==> src/hw/pinctl_map.vh <==
`ifndef PINCTL_MAP_VH
`define PINCTL_MAP_VH

// register byte addresses on the wishbone slave
`define ADR_IRQ_CTRL    8'h00
`define ADR_WIN_SEL     8'h04
`define ADR_P2_FUNC     8'h08
`define ADR_PORT2_DIRECTION      8'h0c
`define ADR_P2_OUT      8'h10
`define ADR_IRQ_ENABLE  8'h14
`define ADR_PWR_CTRL    8'h18
`define ADR_STATUS      8'h1c
`define ADR_IRQ_PEND    8'h20

// ext_irq_control: bits 3:0 level mode, bits 7:4 active-high polarity
`define IRQ_LEVEL_LSB   0
`define IRQ_POL_LSB     4
// window select: bus-hold enable bit
`define WIN_HOLD_EN_BIT 7
// port2 bit positions of the shared pins
`define P2_PENDING_BUS_REQUEST_N_BIT     3
`define P2_HOLD_BIT     5
`define P2_HOLD_ACK_N_BIT     6
`define P2_HOLD_MASK    8'h68
// forced directions while hold is on: bits 3,6 drive, bit 5 listens
`define P2_HOLD_DIR     8'h48
// port2 function bits that route irq0/irq2 and irq1/irq3 to their pins
`define P2_IRQ_A_BIT    2
`define P2_IRQ_B_BIT    4
// power control codes
`define PWR_RUN         2'h0
`define PWR_IDLE        2'h1
`define PWR_STANDBY     2'h2
`define PWR_POWERDOWN   2'h3

// reset values
`define RST_IRQ_CTRL    8'h00
`define RST_WIN_SEL     8'h00
`define RST_P2          8'h00

`endif

==> src/hw/irq_pin_detect.v <==
`timescale 1ns/10ps
`default_nettype none

// one external interrupt input: edge or level, selectable polarity
module irq_pin_detect
(
  input  wire clk_i,
  input  wire rst_b_i,
  input  wire pin_i,
  input  wire level_mode_i,
  input  wire active_high_i,
  input  wire clear_i,
  output reg  pending_o,
  output wire asserted_o
);

  reg last;
  wire norm;

  assign norm       = pin_i ~^ active_high_i;
  assign asserted_o = norm;

  always @(posedge clk_i or negedge rst_b_i)
  begin
    if (!rst_b_i)
    begin
      last      <= 1'b0;
      pending_o <= 1'b0;
    end
    else
    begin
      last <= norm;
      // set wins over a clear in the same cycle
      if (level_mode_i)
        pending_o <= norm;
      else if (norm && !last)
        pending_o <= 1'b1;
      else if (clear_i)
        pending_o <= 1'b0;
    end
  end

endmodule

`default_nettype wire

==> src/hw/bus_hold_fsm.v <==
`timescale 1ns/10ps
`default_nettype none

// bus hold handshake: after the current cycle, release bus and ack in the same clock
module bus_hold_fsm
(
  input  wire clk_i,
  input  wire rst_b_i,
  input  wire enable_i,
  input  wire hold_req_n_i,
  input  wire cycle_busy_i,
  input  wire cycle_pending_i,
  output reg  hold_ack_n_o,
  output reg  pending_bus_request_n_n_o,
  output reg  bus_float_o
);

  localparam ST_OWN  = 2'h0;
  localparam ST_WAIT = 2'h1;
  localparam ST_HELD = 2'h2;

  reg [1:0] state;

  always @(posedge clk_i or negedge rst_b_i)
  begin
    if (!rst_b_i)
    begin
      state        <= ST_OWN;
      hold_ack_n_o <= 1'b1;
      pending_bus_request_n_n_o     <= 1'b1;
      bus_float_o  <= 1'b0;
    end
    else
    begin
      case (state)
        ST_OWN:
        begin
          if (enable_i && !hold_req_n_i)
            state <= ST_WAIT;
        end
        ST_WAIT:
        begin
          if (hold_req_n_i || !enable_i)
            state <= ST_OWN;
          else if (!cycle_busy_i)
          begin
            state        <= ST_HELD;
            bus_float_o  <= 1'b1;
            hold_ack_n_o <= 1'b0;
          end
        end
        ST_HELD:
        begin
          if (hold_req_n_i || !enable_i)
          begin
            state        <= ST_OWN;
            bus_float_o  <= 1'b0;
            hold_ack_n_o <= 1'b1;
            pending_bus_request_n_n_o     <= 1'b1;
          end
          else if (cycle_pending_i)
            pending_bus_request_n_n_o <= 1'b0;
        end
        default:
          state <= ST_OWN;
      endcase
    end
  end

endmodule

`default_nettype wire

==> src/hw/ext_irq_wake_bus_hold_pins.v <==
// Functional notes
// each external interrupt edge or level
// each interrupt polarity selectable
// standby/powerdown wake on configured pin, even disabled
// after wake, service if enabled else continue
// idle wakes on any enabled interrupt
// hold ack asserted once bus released
// external master requests bus via hold request
// window bit 7 dedicates shared port pins
// pin reconfiguration ignored while hold enabled
// fetch indicator high whole external fetch
// fetch indicator low for other accesses
// bus request asserted until hold removed
// finish cycle before ack, reclaim after release
`timescale 1ns/10ps
`default_nettype none
`include "pinctl_map.vh"

module ext_irq_wake_bus_hold_pins
#(
  parameter NIRQ = 4
)
(
  input  wire            MCLK_I,
  input  wire            RST_B_I,
  // wishbone classic slave
  input  wire            WB_CYC_I,
  input  wire            WB_STB_I,
  input  wire            WB_WE_I,
  input  wire [7:0]      WB_ADR_I,
  input  wire [3:0]      WB_SEL_I,
  input  wire [31:0]     WB_DAT_I,
  output reg  [31:0]     WB_DAT_O,
  output reg             WB_ACK_O,
  // pins
  input  wire [NIRQ-1:0] EXT_IRQ_IN_I,
  input  wire            HOLD_REQ_N_I,
  output reg             HOLD_ACK_N_O,
  output reg             PENDING_BUS_REQUEST_N_O,
  // bus controller side
  input  wire            CYCLE_BUSY_I,
  input  wire            CYCLE_PENDING_I,
  input  wire            CYCLE_START_I,
  input  wire            CYCLE_END_I,
  input  wire            CYCLE_IS_FETCH_I,
  input  wire            CYCLE_IS_EXTERNAL_I,
  input  wire            OTHER_IRQ_I,
  output reg             BUS_FLOAT_O,
  output reg             FETCH_INDICATOR_O,
  // cpu side
  output reg             CPU_RUN_O,
  output reg             WAKE_SERVICE_O,
  output reg  [NIRQ-1:0] IRQ_REQ_O,
  output reg  [7:0]      P2_FUNC_O,
  output reg  [7:0]      PORT2_DIRECTION_O,
  output reg  [7:0]      P2_OUT_O
);

  // ----------------------------------------
  // registers
  // ----------------------------------------
  reg [7:0]      ext_irq_control;
  reg [7:0]      window_select_reg;
  reg [7:0]      port2_function_select;
  reg [7:0]      port2_direction;
  reg [7:0]      port2_output_data;
  reg [NIRQ-1:0] irq_enable;
  reg [1:0]      pwr_mode;
  reg [NIRQ-1:0] irq_clear;

  wire           wb_req;
  wire           wb_wr;
  wire           hold_en;
  wire [NIRQ-1:0] pend;
  wire [NIRQ-1:0] asserted;
  wire           hold_ack_n;
  wire           pending_bus_request_n_n;
  wire           bus_float;
  wire [7:0]     keep_mask;

  assign wb_req    = WB_CYC_I && WB_STB_I && !WB_ACK_O;
  assign wb_wr     = wb_req && WB_WE_I && WB_SEL_I[0];
  assign hold_en   = window_select_reg[`WIN_HOLD_EN_BIT];
  // pins owned by hold protocol keep their old configuration
  assign keep_mask = hold_en ? `P2_HOLD_MASK : 8'h00;

  // ----------------------------------------
  // interrupt detectors
  // ----------------------------------------
  genvar g;
  generate
    for (g = 0; g < NIRQ; g = g + 1)
    begin : irq_gen
      irq_pin_detect u_det
      (
        .clk_i        (MCLK_I),
        .rst_b_i      (RST_B_I),
        .pin_i        (EXT_IRQ_IN_I[g]),
        .level_mode_i (ext_irq_control[`IRQ_LEVEL_LSB + g]),
        .active_high_i(ext_irq_control[`IRQ_POL_LSB + g]),
        .clear_i      (irq_clear[g]),
        .pending_o    (pend[g]),
        .asserted_o   (asserted[g])
      );
    end
  endgenerate

  // ----------------------------------------
  // bus hold
  // ----------------------------------------
  bus_hold_fsm u_hold
  (
    .clk_i          (MCLK_I),
    .rst_b_i        (RST_B_I),
    .enable_i       (hold_en),
    .hold_req_n_i   (HOLD_REQ_N_I),
    .cycle_busy_i   (CYCLE_BUSY_I),
    .cycle_pending_i(CYCLE_PENDING_I),
    .hold_ack_n_o   (hold_ack_n),
    .pending_bus_request_n_n_o       (pending_bus_request_n_n),
    .bus_float_o    (bus_float)
  );

  // ----------------------------------------
  // register writes
  // ----------------------------------------
  always @(posedge MCLK_I or negedge RST_B_I)
  begin
    if (!RST_B_I)
    begin
      ext_irq_control       <= `RST_IRQ_CTRL;
      window_select_reg     <= `RST_WIN_SEL;
      port2_function_select <= `RST_P2;
      port2_direction       <= `RST_P2;
      port2_output_data     <= `RST_P2;
      irq_enable            <= {NIRQ{1'b0}};
      irq_clear             <= {NIRQ{1'b0}};
    end
    else
    begin
      irq_clear <= {NIRQ{1'b0}};
      if (wb_wr)
      begin
        if (WB_ADR_I == `ADR_IRQ_CTRL)
          ext_irq_control <= WB_DAT_I[7:0];
        else if (WB_ADR_I == `ADR_WIN_SEL)
          window_select_reg <= WB_DAT_I[7:0];
        else if (WB_ADR_I == `ADR_P2_FUNC)
          port2_function_select <= (port2_function_select & keep_mask) | (WB_DAT_I[7:0] & ~keep_mask);
        else if (WB_ADR_I == `ADR_PORT2_DIRECTION)
          port2_direction <= (port2_direction & keep_mask) | (WB_DAT_I[7:0] & ~keep_mask);
        else if (WB_ADR_I == `ADR_P2_OUT)
          port2_output_data <= (port2_output_data & keep_mask) | (WB_DAT_I[7:0] & ~keep_mask);
        else if (WB_ADR_I == `ADR_IRQ_ENABLE)
          irq_enable <= WB_DAT_I[NIRQ-1:0];
        else if (WB_ADR_I == `ADR_IRQ_PEND)
          irq_clear <= WB_DAT_I[NIRQ-1:0];
      end
    end
  end

  // ----------------------------------------
  // power modes and wake-up
  // ----------------------------------------
  wire wake_sb;
  wire wake_idle;

  // standby wake needs the pin in special-function mode, not enable
  assign wake_sb   = |(asserted & {port2_function_select[`P2_IRQ_B_BIT], port2_function_select[`P2_IRQ_A_BIT],
                                    port2_function_select[`P2_IRQ_B_BIT], port2_function_select[`P2_IRQ_A_BIT]});
  assign wake_idle = (|(pend & irq_enable)) || OTHER_IRQ_I;

  always @(posedge MCLK_I or negedge RST_B_I)
  begin
    if (!RST_B_I)
    begin
      pwr_mode       <= `PWR_RUN;
      WAKE_SERVICE_O <= 1'b0;
    end
    else
    begin
      WAKE_SERVICE_O <= 1'b0;
      if (wb_wr && WB_ADR_I == `ADR_PWR_CTRL)
        pwr_mode <= WB_DAT_I[1:0];
      else if (pwr_mode == `PWR_IDLE && wake_idle)
      begin
        pwr_mode       <= `PWR_RUN;
        WAKE_SERVICE_O <= 1'b1;
      end
      else if ((pwr_mode == `PWR_STANDBY || pwr_mode == `PWR_POWERDOWN) && wake_sb)
      begin
        pwr_mode       <= `PWR_RUN;
        WAKE_SERVICE_O <= |(asserted & irq_enable);
      end
    end
  end

  // ----------------------------------------
  // fetch indicator
  // ----------------------------------------
  reg fetch_active;
  always @(posedge MCLK_I or negedge RST_B_I)
  begin
    if (!RST_B_I)
      fetch_active <= 1'b0;
    else if (CYCLE_START_I)
      fetch_active <= CYCLE_IS_FETCH_I && CYCLE_IS_EXTERNAL_I;
    else if (CYCLE_END_I)
      fetch_active <= 1'b0;
  end

  // ----------------------------------------
  // outputs and read mux
  // ----------------------------------------
  always @(posedge MCLK_I or negedge RST_B_I)
  begin
    if (!RST_B_I)
    begin
      WB_ACK_O                <= 1'b0;
      WB_DAT_O                <= 32'h0000_0000;
      HOLD_ACK_N_O            <= 1'b1;
      PENDING_BUS_REQUEST_N_O <= 1'b1;
      BUS_FLOAT_O             <= 1'b0;
      FETCH_INDICATOR_O       <= 1'b0;
      CPU_RUN_O               <= 1'b1;
      IRQ_REQ_O               <= {NIRQ{1'b0}};
      P2_FUNC_O               <= `RST_P2;
      PORT2_DIRECTION_O                <= `RST_P2;
      P2_OUT_O                <= `RST_P2;
    end
    else
    begin
      WB_ACK_O                <= wb_req;
      HOLD_ACK_N_O            <= hold_ack_n;
      PENDING_BUS_REQUEST_N_O <= pending_bus_request_n_n;
      BUS_FLOAT_O             <= bus_float;
      FETCH_INDICATOR_O       <= fetch_active;
      CPU_RUN_O               <= (pwr_mode == `PWR_RUN);
      IRQ_REQ_O               <= pend & irq_enable;
      // shared pins forced to hold functions while enabled
      P2_FUNC_O <= hold_en ? (port2_function_select | `P2_HOLD_MASK) : port2_function_select;
      PORT2_DIRECTION_O  <= hold_en ? ((port2_direction & ~`P2_HOLD_MASK) | `P2_HOLD_DIR) : port2_direction;
      P2_OUT_O  <= port2_output_data;
      if (wb_req && !WB_WE_I)
      begin
        if (WB_ADR_I == `ADR_IRQ_CTRL)
          WB_DAT_O <= {24'h000000, ext_irq_control};
        else if (WB_ADR_I == `ADR_WIN_SEL)
          WB_DAT_O <= {24'h000000, window_select_reg};
        else if (WB_ADR_I == `ADR_P2_FUNC)
          WB_DAT_O <= {24'h000000, port2_function_select};
        else if (WB_ADR_I == `ADR_PORT2_DIRECTION)
          WB_DAT_O <= {24'h000000, port2_direction};
        else if (WB_ADR_I == `ADR_P2_OUT)
          WB_DAT_O <= {24'h000000, port2_output_data};
        else if (WB_ADR_I == `ADR_IRQ_ENABLE)
          WB_DAT_O <= {{(32-NIRQ){1'b0}}, irq_enable};
        else if (WB_ADR_I == `ADR_PWR_CTRL)
          WB_DAT_O <= {30'h00000000, pwr_mode};
        else if (WB_ADR_I == `ADR_STATUS)
          WB_DAT_O <= {28'h0000000, fetch_active, bus_float, ~pending_bus_request_n_n, ~hold_ack_n};
        else if (WB_ADR_I == `ADR_IRQ_PEND)
          WB_DAT_O <= {{(32-NIRQ){1'b0}}, pend};
        else
          WB_DAT_O <= 32'h0000_0000;
      end
    end
  end

endmodule

`default_nettype wire

==> config.mk <==
export PLATFORM = sky130hd
export DESIGN_NAME = ext_irq_wake_bus_hold_pins
export DESIGN_NICKNAME = d
export VERILOG_FILES = /design/src/hw/irq_pin_detect.v /design/src/hw/bus_hold_fsm.v /design/src/hw/ext_irq_wake_bus_hold_pins.v
export VERILOG_INCLUDE_DIRS = /design/src /design/src/hw
export SDC_FILE = /design/constraint.sdc
export NUM_CORES = 1
export LEC_CHECK = 0
export ABC_AREA = 1
export BUFFER_PORTS_ARGS = -buffer_cell sky130_fd_sc_hd__clkbuf_2
export CORE_MARGIN = 3
export CORE_UTILIZATION = 47
export DETAILED_ROUTE_END_ITERATION = 8
export GPL_ROUTABILITY_DRIVEN = 0
export PLACE_DENSITY = 0.73
export SETUP_SLACK_MARGIN = 0.15
export SYNTH_ARGS = -nofsm -noshare
export SYNTH_HDL_FRONTEND = slang
export SYNTH_SLANG_ARGS = --single-unit
==> constraint.sdc <==
create_clock -name MCLK_I -period 1.35 [get_ports MCLK_I]
set_input_delay 0 -clock MCLK_I [delete_from_list [all_inputs] [get_ports MCLK_I]]
set_output_delay 0 -clock MCLK_I [all_outputs]
set_load 0.005 [all_outputs]
### Yosys cells after proc, flatten, opt, wreduce, memory -nomap -nowiden

Cells that the tools add are included.

| operators by class | value |
|---|---|
| $add $sub $neg | 0 |
| multiply operators | 0 |
| div/mod/pow operators | 0 |
| $lt $le $gt $ge | 0 |
| eq/ne operators | 18 |
| shifts and indexed selects | 0 |
| multiplexer cells | 55 |
| bitwise gates (word level) | 22 |
| reduce and logical (&&, ||, !) cells | 48 |

Operator list:

| cell | number |
|---|---|
| $mux W4 | 12 |
| $mux W8 | 5 |
| $eq A8 B5 Y1 const B | 4 |
| $mux W1 | 25 |
| $and A8 B7 Y8 | 3 |
| $or A8 B8 Y8 | 3 |
| $mux W7 | 3 |
| $eq A8 B4 Y1 const B | 2 |
| $reduce_bool A3 Y1 | 5 |
| $logic_and A1 B1 Y1 | 14 |
| $mux W2 | 7 |
| $and A4 B4 Y4 | 3 |
| $reduce_or A4 Y1 | 3 |
| $and A8 B8 Y8 | 1 |
| $eq A8 B3 Y1 const B | 1 |
| $eq A8 B6 Y1 const B | 1 |
| $logic_not A1 Y1 | 8 |
| $logic_not A8 Y1 | 1 |
| $not A7 Y8 | 1 |
| $reduce_and A4 Y1 | 2 |
| $not A1 Y1 | 7 |
| $reduce_and A7 Y1 | 1 |
| $eq A2 B2 Y1 const B | 3 |
| $pmux W2 S3 | 1 |
| 13 further kinds | 27 |

| word-level totals | value |
|---|---|
| register bits after elaboration | 131 |
| bits in latches | 0 |
| RAM bits | 0 |
| memory bits (read-only) | 0 |
| input bits | 61 |
| output and inout bits | 67 |
| logic and storage cells | 176 |
| memories | 0 |

### Longest topological paths before layout

Gate-level depths: netlist of the first run.

| depth | value |
|---|---|
| depth after elaboration | 10 |
| mapped depth | 11 |
| depth with buffers taken out | 11 |

### Cells and area by module

Synthesis of the first run repeated with hierarchy kept, for this count alone.

| second synthesis, totals | value |
|---|---|
| cell total of the unflattened synthesis | 505 |
| area, all modules | 4659.5 sq um |

By module, submodules not included:

| module | instances | cells an instance | area each (sq um) | sequential area each (sq um) |
|---|---|---|---|---|
| ext_irq_wake_bus_hold_pins | 1 | 433 | 4052.6 | 2356.0 |
| irq_pin_detect | 4 | 12 | 95.1 | 50.0 |
| bus_hold_fsm | 1 | 24 | 226.5 | 127.6 |

### Worst setup path after synthesis of the first run

Ideal clock, no wire load.

| timing path | value |
|---|---|
| path kind | flip-flop to flip-flop |
| start point | reg WB_ACK_O |
| end point | reg window_select_reg[5] |
| library setup time | 0.121 ns |
| arrival | 1.236 ns |
| data required time | 1.229 ns |
| slack | -0.007 ns |
| stages on the path, launching flop included | 10 |
| path buffers | 1 |
| clock period less this slack | 1.357 ns |
| cell sequence | dfrtp_1 > nor2_1 > nand2_2 > nor2_8 > nand2_8 > inv_2 > nand2_4 > buf_8 > nand2_1 > o21ai_2 |

| on the way | value |
|---|---|
| cells in the longest elaborated chain, start to end | 5 |

RTL lines:

| what | RTL line | text |
|---|---|---|
| from (decl) | ext_irq_wake_bus_hold_pins.v:34 | `output reg WB_ACK_O,` |
| from (signal assigned) | ext_irq_wake_bus_hold_pins.v:233 | `WB_ACK_O <= wb_req;` |
| $logic_not A1 Y1 | ext_irq_wake_bus_hold_pins.v:81 | `assign wb_req = WB_CYC_I && WB_STB_I && !WB_ACK_O;` |
| $logic_and A1 B1 Y1 | ext_irq_wake_bus_hold_pins.v:81 |  |
| $logic_and A1 B1 Y1 (2 in series) | ext_irq_wake_bus_hold_pins.v:82 | `assign wb_wr = wb_req && WB_WE_I && WB_SEL_I[0];` |
| $reduce_and A3 Y1 (no source line) | - |  |
| to (signal assigned) | ext_irq_wake_bus_hold_pins.v:132 | `` window_select_reg <= `RST_WIN_SEL; `` |
| to (signal assigned) | ext_irq_wake_bus_hold_pins.v:147 | `window_select_reg <= WB_DAT_I[7:0];` |
| to (decl) | ext_irq_wake_bus_hold_pins.v:63 | `reg [7:0] window_select_reg;` |

No other way between the ends.
A chain may end at the register's enable or synchronous reset.

### Worst setup path in the final report of the first run

| timing path | value |
|---|---|
| start point | reg WB_ACK_O |
| end point | reg irq_clear[3] |

| on the way | value |
|---|---|
| cells in the longest elaborated chain, start to end | 5 |

RTL lines:

| what | RTL line | text |
|---|---|---|
| $logic_not A1 Y1 | ext_irq_wake_bus_hold_pins.v:81 |  |
| $logic_and A1 B1 Y1 | ext_irq_wake_bus_hold_pins.v:81 |  |
| $logic_and A1 B1 Y1 (2 in series) | ext_irq_wake_bus_hold_pins.v:82 |  |
| $mux W4 | ext_irq_wake_bus_hold_pins.v:142 | `if (wb_wr)` |
| to (signal assigned) | ext_irq_wake_bus_hold_pins.v:137 | `irq_clear <= {NIRQ{1'b0}};` |
| to (signal assigned) | ext_irq_wake_bus_hold_pins.v:141 | `irq_clear <= {NIRQ{1'b0}};` |
| to (signal assigned) | ext_irq_wake_bus_hold_pins.v:157 | `irq_clear <= WB_DAT_I[NIRQ-1:0];` |
| to (decl) | ext_irq_wake_bus_hold_pins.v:69 | `reg [NIRQ-1:0] irq_clear;` |

No other way between the ends.

==> results.cfg, run 1 <==
[timing]
fmax_mhz = 656.8
fin_crit_ns = 1.522
finClkSkew_ns = 0.01931
hold_viol_final = 0
fin_crit_sh_pct = 112.8
rsz0062_at_grt = true
slew_violations = 0
worst_slack_ns = -0.1724
setup_viol = 54

[cts]
clock_latency_ns = 0.38
cts_sinks = 107
numCtsBuffers = 9
h-tree-depth = 3
clockBufferDepth = 2
root_buffer = clkbuf_8
cts_tree = yes
clkTransAtPathRegs_ns = 0.10

[global_route]
grt_pass1_wl_mm = 17.94
met1_usage_pct = 26.79
grt_use_met3_pct = 3.307
grt.overflow.total = 0
antenna_found_initial = 0
gr-max-usage-layer = met2
grt_max_degree = 39
track_usage_pct = 20.22
grt_pass1_vias = 3712
met2_usage_pct = 33.47

[place]
postPlaceCellArea_sq_um = 5254
port_buffers = 76
post-place-ws_ns = -0.08629
hpwl_mm = 7.922
placed_cells = 716

[floorplanning]
row_count = 35
fp.dieW_um = 105.8
die-area_sq_um = 11190
start_util_pct = 49.46
pin_count = 128
core_area_sq_um = 9459
die_height_um = 105.8

[worst_setup_path]
cpPeakStageDelay_ns = 0.40
slowest_stage = dfrtp_1
start_kind = register
cp_common_cell = nor3_4
cp.arrival_ns = 1.81
cp_num_buf_inv = 0
r2r_cells = 7
path_max_fanout = 4
crit_type = register to register
crit_cells = 7
critPathRequiredTime_ns = 1.64
worstPathCellList = nor2_2 -> nand2_4 -> nor2_8 -> nand2_8 -> nor3_4 -> nand3_4 -> nor3_4
end_kind = register
critPathTopFamily = simple AND/OR/NAND/NOR gates

[final_layout]
n_fill_cell = 758
most-common-layout-cells = 102 x dfrtp_1, 97 x nand2_1, 75 x clkbuf_2, 41 x inv_1, 35 x nor2_1
nNetsFinal = 692
fin_cells = 765
design_area_sq_um = 6053
area_growth_pct = 29.39
diodes = 0
regArea_sq_um = 2684
multi_input_area_sq_um = 1886
finalCoreUtilization_pct = 63.99
final_common_cell = dfrtp_1
drive_gt1_share_pct = 36.95

[route]
wl_per_cell_um = 15.76
route.detailed.drc = 0
vias = 3896
routed_wl_mm = 12.06
via_per_inst = 5.093
antenna_left = 0
first_iter_violations = 285
first_pass_iters = 5

[power]
power.share.clock_pct = 34.8
ir_drop_mv = 0.6145
p_sw_w = 0.001415
switching_share_pct = 24.82
seqPwrFrac_pct = 57.2
leakage_nw = 3.157
p_total_w = 0.005702
power-per-cell-area_nw_per_um2 = 942.0
p_comb_share_pct = 7.9
p_int_w = 0.004287

[yosys]
syn_area_per_cell_sq_um = 9.394
ys_seq_area_share_pct = 57.37
netlist_instances = 498
yosysWarnings = 0
synth_cell_types = 35
synth_area_sq_um = 4678
synth-seq-cells = 107

[worst_hold_path]
hold_depth = 4
hold_path_class = input pin to register

[outcome]
status = finished, violations left
violations = setup timing

[flow_run]
maxCapViolCount = 0
==> what timing repair did <==
action | in CTS | in global routing
gates resized for setup | 12 | 71
endpoints found under the setup margin | 61 | 62
hold endpoints to repair | 134 | 0
pin swaps | 4 | 14
hold buffers | 17 | 0
buffers inserted | 4 | 11
cloned | 0 | 1
==> logic make-up after synthesis <==
| family | Yosys count | synth area share [%] |
|---|---|---|
| AOI/OAI and AO/OA | 70 | 9.227 |
| xor gates and xnor gates | 4 | 0.7488 |
| buffers and inverters | 87 | 9.548 |
| DFF | 107 | 57.37 |
| other | 1 | 0.08016 |
| and+or+nand+nor | 229 | 23.03 |
==> through the flow <==
step	TNS, ns	hold slack, ns
CTS	-1.178	0.01498
global route	-8.420	0.04901
floorplan	0	-0.2956
detailed placement	-1.450	-0.06471
finish	-4.996	0.01932
global placement	-0.2138	-0.07028
==> routing by layer <==
metal,vias up,share of wire [%]
met5,-,0
met4,0,2.9
met3,27,6.7
met2,164,50
met1,1896,41
li1,1809,-
==> cell usage after synthesis (all sizes together) <==
master	instances	area, sq um
nand4	6	37.54
a32o	1	10.01
buf	28	222.7
nor2	49	259.0
o22ai	2	12.51
clkinv	1	3.750
o31ai	4	30.03
nand2	138	581.8
nor3	7	40.04
inv	58	220.2
nand3	26	140.1
dfstp	5	131.4
or2	3	18.77
a211oi	1	7.510
a31oi	1	6.260
a21oi	4	20.02
xnor2	4	35.03
dfrtp	102	2552
conb	1	3.750
o21ai	57	345.3
==> worst min-delay path: stages <==
cell	delay [ns]
clkbuf_2	0.09
nor3_2	0.04
o21ai_0	0.13
o22ai_1	0.08
==> power groups by stage <==
stage                     Combinational (W)  Sequential (W)  Clock, W
final                              0.000452         0.00326   0.00199
after global placement             0.000342         0.00332         0
after floorplan                    0.000198         0.00332         0
after detailed placement           0.000348         0.00332         0
after global routing               0.000497         0.00327   0.00214
after CTS                          0.000399         0.00326   0.00201
==> final cells by class <==
class | count | share of cell area, %
flip-flops and latches | 107 | 44.34
multi-input cells | 328 | 31.15
repair buffers | 126 | 14.41
inverters | 59 | 4.134
well taps | 129 | 2.666
clock buffers | 9 | 2.046
clock inverters | 7 | 1.261
==> final timing paths <==
kind	to	start	slack, ns
min in group asynchronous	FETCH_INDICATOR_O	RST_B_I	0.08
max	irq_clear[3]	WB_ACK_O	-0.17
max reg2reg	irq_clear[3]	WB_ACK_O	-0.17
min	pwr_mode[0]	OTHER_IRQ_I	0.02
max in group asynchronous	WB_DAT_O[1]	RST_B_I	0.75
min reg2reg	HOLD_ACK_N_O	u_hold.hold_ack_n_o	0.39
(Power assumes the default switching activity.)
==> inputs of run 2 (changes only) <==
--- a/config.mk
+++ b/config.mk
@@ -6,13 +6,13 @@
 export SDC_FILE = /design/constraint.sdc
 export NUM_CORES = 1
 export LEC_CHECK = 0
-export ABC_AREA = 1
 export BUFFER_PORTS_ARGS = -buffer_cell sky130_fd_sc_hd__clkbuf_2
 export CORE_MARGIN = 3
-export CORE_UTILIZATION = 47
+export CORE_UTILIZATION = 49
+export CTS_BUF_LIST = sky130_fd_sc_hd__clkbuf_8
 export DETAILED_ROUTE_END_ITERATION = 8
 export GPL_ROUTABILITY_DRIVEN = 0
-export PLACE_DENSITY = 0.73
+export PLACE_DENSITY = 0.75
 export SETUP_SLACK_MARGIN = 0.15
 export SYNTH_ARGS = -nofsm -noshare
 export SYNTH_HDL_FRONTEND = slang
==> constraint.sdc (replaced) <==
create_clock -name MCLK_I -period 1.35 [get_ports MCLK_I]
set_input_delay 0.27 -clock MCLK_I [delete_from_list [all_inputs] [get_ports MCLK_I]]
set_output_delay 0.27 -clock MCLK_I [all_outputs]
set_load 0.005 [all_outputs]
==> run 2 against run 1 <==
  * Non-clock buffer count is 24 higher
  * The run still ends with setup timing left
  * Worst setup slack worse by 0.24 ns
  * Power is 4.5% higher
  * Register-to-register slack worse by 0.24 ns
  * Critical path type unchanged
==> results.cfg, run 2 <==
[outcome]
status = finished, violations left
violations = setup timing

[yosys]
yosysWarnings = 0
ys_seq_area_share_pct = 57.14
synth.area.top_cells = dfrtp_1 54%, mux2_2 9.4%, buf_4 4.0%
synth_cell_types = 54
syn_area_per_cell_sq_um = 12.11
yosys.area.top_type = dfrtp_1
yosysMostFrequentCell = dfrtp_1
netlist_instances = 388
synth_flop_cell = dfrtp_1
synth_edf_count = 0
synth-seq-cells = 107
synth_top_area_share_pct = 54.34
synth_area_sq_um = 4697
synth_commonest_cells = 102 x dfrtp_1, 39 x mux2_2, 26 x o21ai_0, 25 x buf_4, 23 x nor2_1
ys_async_sr_fraction_pct = 100.0

[global_route]
gr-max-usage-layer = met2
antenna_found_initial = 0
grt_use_met3_pct = 4.035
grt_pass1_vias = 3632
met1_usage_pct = 30.12
grt.overflow.total = 0
grt_pass1_wl_mm = 19.26
met2_usage_pct = 38.53
grt_max_degree = 39
track_usage_pct = 22.77

[route]
antenna_left = 0
vias = 3602
wl_per_cell_um = 18.10
first_iter_violations = 327
first_pass_iters = 5
route.detailed.drc = 0
via_per_inst = 5.376
routed_wl_mm = 12.13

[power]
leakage_nw = 3.048
power.share.clock_pct = 33.8
ir_drop_mv = 0.6517
p_total_w = 0.005961
power-per-cell-area_nw_per_um2 = 962.1
p_int_w = 0.004432
p_sw_w = 0.001529
switching_share_pct = 25.65
p_comb_share_pct = 9.9
seqPwrFrac_pct = 56.3

[final_layout]
diodes = 0
area_growth_pct = 31.91
n_fill_cell = 728
most-common-layout-cells = 101 x dfrtp_1, 71 x clkbuf_2, 55 x buf_4, 32 x mux2_4, 24 x conb_1
finalCoreUtilization_pct = 66.74
final_common_cell = dfrtp_1
drive_gt1_share_pct = 46.03
nNetsFinal = 597

[floorplanning]
start_util_pct = 50.59
core_area_sq_um = 9284
die_height_um = 103.9
die-area_sq_um = 10800
fp.dieW_um = 103.9
row_count = 35
pin_count = 128

[cts]
h-tree-depth = 3
clockBufferDepth = 2
cts_sinks = 107
clock_latency_ns = 0.38
root_buffer = clkbuf_8
numCtsBuffers = 9
clkTransAtPathRegs_ns = 0.11
cts_tree = yes

[place]
hpwl_mm = 8.768
port_buffers = 76

[worst_setup_path]
path_max_fanout = 3
end_kind = register
cp.arrival_ns = 2.03
critPathRequiredTime_ns = 1.63
start_kind = register
crit_type = register to register

[timing]
hold_viol_final = 0
finClkSkew_ns = 0.01346
setup_viol = 55
worst_slack_ns = -0.4086
fin_crit_ns = 1.759
rsz0062_at_grt = true
fmax_mhz = 568.6
slew_violations = 0
fin_crit_sh_pct = 130.3

[flow_run]
maxCapViolCount = 0

[worst_hold_path]
hold_path_class = input pin to register
## run 2: cell types whose count changed after synthesis, sizes merged, moves of 7 or more
| cell | before | now |
|---|---|---|
| nand2b | 0 | 17 |
| a21oi | 4 | 12 |
| nor2 | 49 | 25 |
| mux2 | 0 | 43 |
| inv | 58 | 4 |
| nor2b | 0 | 7 |
| o21ai | 57 | 28 |
| nand2 | 138 | 23 |
| nand3 | 26 | 2 |
| mux2i | 0 | 8 |
## run 2: cell families (layout without fill, tap and decap cells)
group                  count (synthesis)  count (layout)  synth area share, %
AND/OR/NAND/NOR                      110             110                14.25
flip-flops                           107             107                57.14
other                                  1              24              0.07984
multiplexers                          51              51                12.09
AO/OA/AOI/OAI                         75              75                10.26
XOR/XNOR                               4               4               0.7458
buffers and inverters                 40             170                5.434
## run 2: path summary, 6_finish.rpt
kind	start	endpoint	slack, ns	cells past startpoint
min in group asynchronous	RST_B_I	BUS_FLOAT_O	0.33	2
setup / recovery	WB_ACK_O	register	-0.41	6
max in group asynchronous	RST_B_I	CPU_RUN_O	0.49	3
setup reg to reg	WB_ACK_O	register	-0.41	6
hold / removal	CYCLE_START_I	fetch_active	0.09	2
hold reg to reg	u_hold.pending_bus_request_n_n_o	PENDING_BUS_REQUEST_N_O	0.39	0
## run 2: through the flow
step           area (sq um)  setup TNS [ns]  hold slack [ns]  worst slack [ns]  std cells
3_3_place_gp           5720          -23.30           0.1983           -0.4725        647
4_1_cts                6115          -14.00          0.08620           -0.3603        666
6_report               6196          -16.65          0.08611           -0.4086        670
3_5_place_dp           5720          -25.00           0.1986           -0.5191        647
5_1_grt                6196          -18.84          0.09138           -0.4405        670
2_1_floorplan          4905          -16.01         -0.02559           -0.4874        411
## run 2: what timing repair did
item | in CTS | in global routing
endpoints found under the hold margin | 15 | 0
hold buffers | 1 | 0
endpoints found under the setup margin | 63 | 68
pin swaps | 9 | 5
setup buffers | 1 | 4
gates cloned | 1 | 0
resized for setup | 47 | 20
## run 2: area by class of cell
class | instances | area, sq um | area share, %
multi-input combinational | 264 | 2068 | 33.38
inverter | 4 | 15.01 | 0.2423
clock inverter | 7 | 75.07 | 1.212
timing repair buffer | 150 | 1067 | 17.23
sequential | 107 | 2685 | 43.34
clock buffer | 9 | 123.9 | 1.999
tap | 129 | 161.4 | 2.605
## run 2: power groups by stage
stage / combinational, W / clock [W] / sequential [W]
2_1_floorplan: 0.000264 / 0 / 0.00340
3_3_place_gp: 0.000520 / 0 / 0.00341
3_5_place_dp: 0.000533 / 0 / 0.00341
4_1_cts: 0.000558 / 0.00204 / 0.00335
5_1_grt: 0.000643 / 0.00216 / 0.00336
6_report: 0.000592 / 0.00201 / 0.00335
## run 2: metal layers
layer,up-vias,part of all wire [%]
li1,1628,-
met5,-,0
met3,24,5.4
met1,1803,42
met2,147,50
met4,0,1.9
## run 2: worst max-delay path, stage by stage, from the launching register on
cell	delay, ns
dfrtp_1	0.40
and3b_2	0.29
and3_4	0.23
nand4_1	0.12
nor2_1	0.14
buf_4	0.17
mux2_4	0.30
==> inputs of run 3 (changes only) <==
--- a/config.mk
+++ b/config.mk
@@ -14,6 +14,7 @@
 export GPL_ROUTABILITY_DRIVEN = 0
 export PLACE_DENSITY = 0.75
 export SETUP_SLACK_MARGIN = 0.15
+export SKIP_CTS_REPAIR_TIMING = 1
 export SYNTH_ARGS = -nofsm -noshare
 export SYNTH_HDL_FRONTEND = slang
 export SYNTH_SLANG_ARGS = --single-unit
==> run 3 against run 2 <==
  * The run still ends with setup timing left
  * Routed wire length down 1.5%
  * Critical path depth down 1
  * Worst setup slack better by 0.028 ns
  * Via count down 0.81%
  * Hold slack better by 0.0053 ns
  * Combinational power down 2%
  * Sequential power about the same
  * Non-clock buffer count unchanged
  * Final cell count unchanged
  * Largest power group unchanged
==> results.cfg, run 3 (same netlist as run 2, synthesis figures left out) <==
[global_route]
grt_max_degree = 39
grt.overflow.total = 0
grt_pass1_vias = 3496
track_usage_pct = 21.83
grt_pass1_wl_mm = 18.43
antenna_found_initial = 0

[final_layout]
nNetsFinal = 597
fin_cells = 670
most-common-layout-cells = 101 x dfrtp_1, 72 x clkbuf_2, 57 x buf_4, 25 x mux2_4, 24 x conb_1
drive_gt1_share_pct = 46.03
area_growth_pct = 31.19
final_common_cell = dfrtp_1
diodes = 0

[route]
route.detailed.drc = 0
first_pass_iters = 5
routed_wl_mm = 11.95
first_iter_violations = 228
via_per_inst = 5.333
antenna_left = 0
vias = 3573
wl_per_cell_um = 17.84

[worst_setup_path]
crit_type = register to register
cp.arrival_ns = 2.00
end_kind = register
worstReg2RegStart = WB_ACK_O
start_kind = register
critPathRequiredTime_ns = 1.62
path_max_fanout = 4
r2r_cells = 5
r2r_slack_ns = -0.38

[worst_hold_path]
hold_depth = 2
hold_path_class = input pin to register
hp-start = CYCLE_START_I
hold_end = fetch_active

[cts]
numCtsBuffers = 9
clock_latency_ns = 0.38
root_buffer = clkbuf_8
cts_sinks = 107
cts_tree = yes
clockBufferDepth = 2
h-tree-depth = 3
clkTransAtPathRegs_ns = 0.11

[timing]
hold_viol_final = 0
slew_violations = 0
finClkSkew_ns = 0.01192
rsz0062_at_grt = true
fmax_mhz = 577.8
fin_crit_ns = 1.731
whs_ns = 0.09146
fin_crit_sh_pct = 128.2
worst_slack_ns = -0.3808
setup_viol = 55

[floorplanning]
row_count = 35
pin_count = 128
die_height_um = 103.9
start_util_pct = 50.59
die-area_sq_um = 10800
core_area_sq_um = 9284
fp.dieW_um = 103.9

[outcome]
violations = setup timing
status = finished, violations left

[place]
hpwl_mm = 8.768
port_buffers = 76
placed_cells = 647

[flow_run]
maxCapViolCount = 0

[power]
ir_drop_mv = 0.5962
power-per-cell-area_nw_per_um2 = 966.7
leakage_nw = 3.037
[run 3: worst max path at each step]
| stage | startpoint | to | slack (ns) | cells after the start |
|---|---|---|---|---|
| finish | WB_ACK_O | register | -0.38 | 5 |
| global route | WB_ACK_O | register | -0.46 | 6 |
| global placement | WB_ADR_I[6] | window_select_reg[5] | -0.47 | 6 |
| detailed placement | WB_ADR_I[0] | ext_irq_control[2] | -0.52 | 6 |
| CTS | WB_ACK_O | window_select_reg[5] | -0.45 | 5 |
| floorplan | WB_ACK_O | register | -0.49 | 6 |
[run 3: routing by layer]
layer	GRT usage (%)	vias to the layer above	wire, um
met2	36.12	132	5962
met3	3.973	23	739
met4	6.933	0	253
met1	29.47	1791	4994
li1	-	1627	-
met5	0	-	0
[run 3: critical path, cell delays in order, from the launching register on]
cell     delay (ns)
dfrtp_1        0.39
and3b_2        0.29
nand3_4        0.08
or3_4          0.36
nor2_4         0.18
mux2_4         0.32
[run 3: cell type report]
cell class	count	area, sq um
clock inverters	7	75.07
repair buffers	150	1056
fillers	726	3122
flip-flops and latches	107	2685
clock buffers	9	123.9
multi-input cells	264	2046
inverters	4	15.01
well taps	129	161.4
[run 3: metrics by stage]
stage                     setup WS (ns)  util [%]  setup TNS (ns)  cell area (sq um)  power [W]
after floorplan                 -0.4874         -          -16.01               4905   0.003664
after global placement          -0.4725     61.62          -23.30               5720   0.003929
after detailed placement        -0.5191     61.62          -25.00               5720   0.003944
after CTS                       -0.4517     63.76          -18.59               5919   0.005921
after global routing            -0.4576     66.37          -18.77               6162   0.006168
final                           -0.3808     66.37          -15.80               6162   0.005957
[run 3: power breakdown]
part           internal (W)  switching [W]
sequential          0.00330      0.0000527
combinational      0.000257       0.000324
clock              0.000871        0.00115
total               0.00443        0.00153
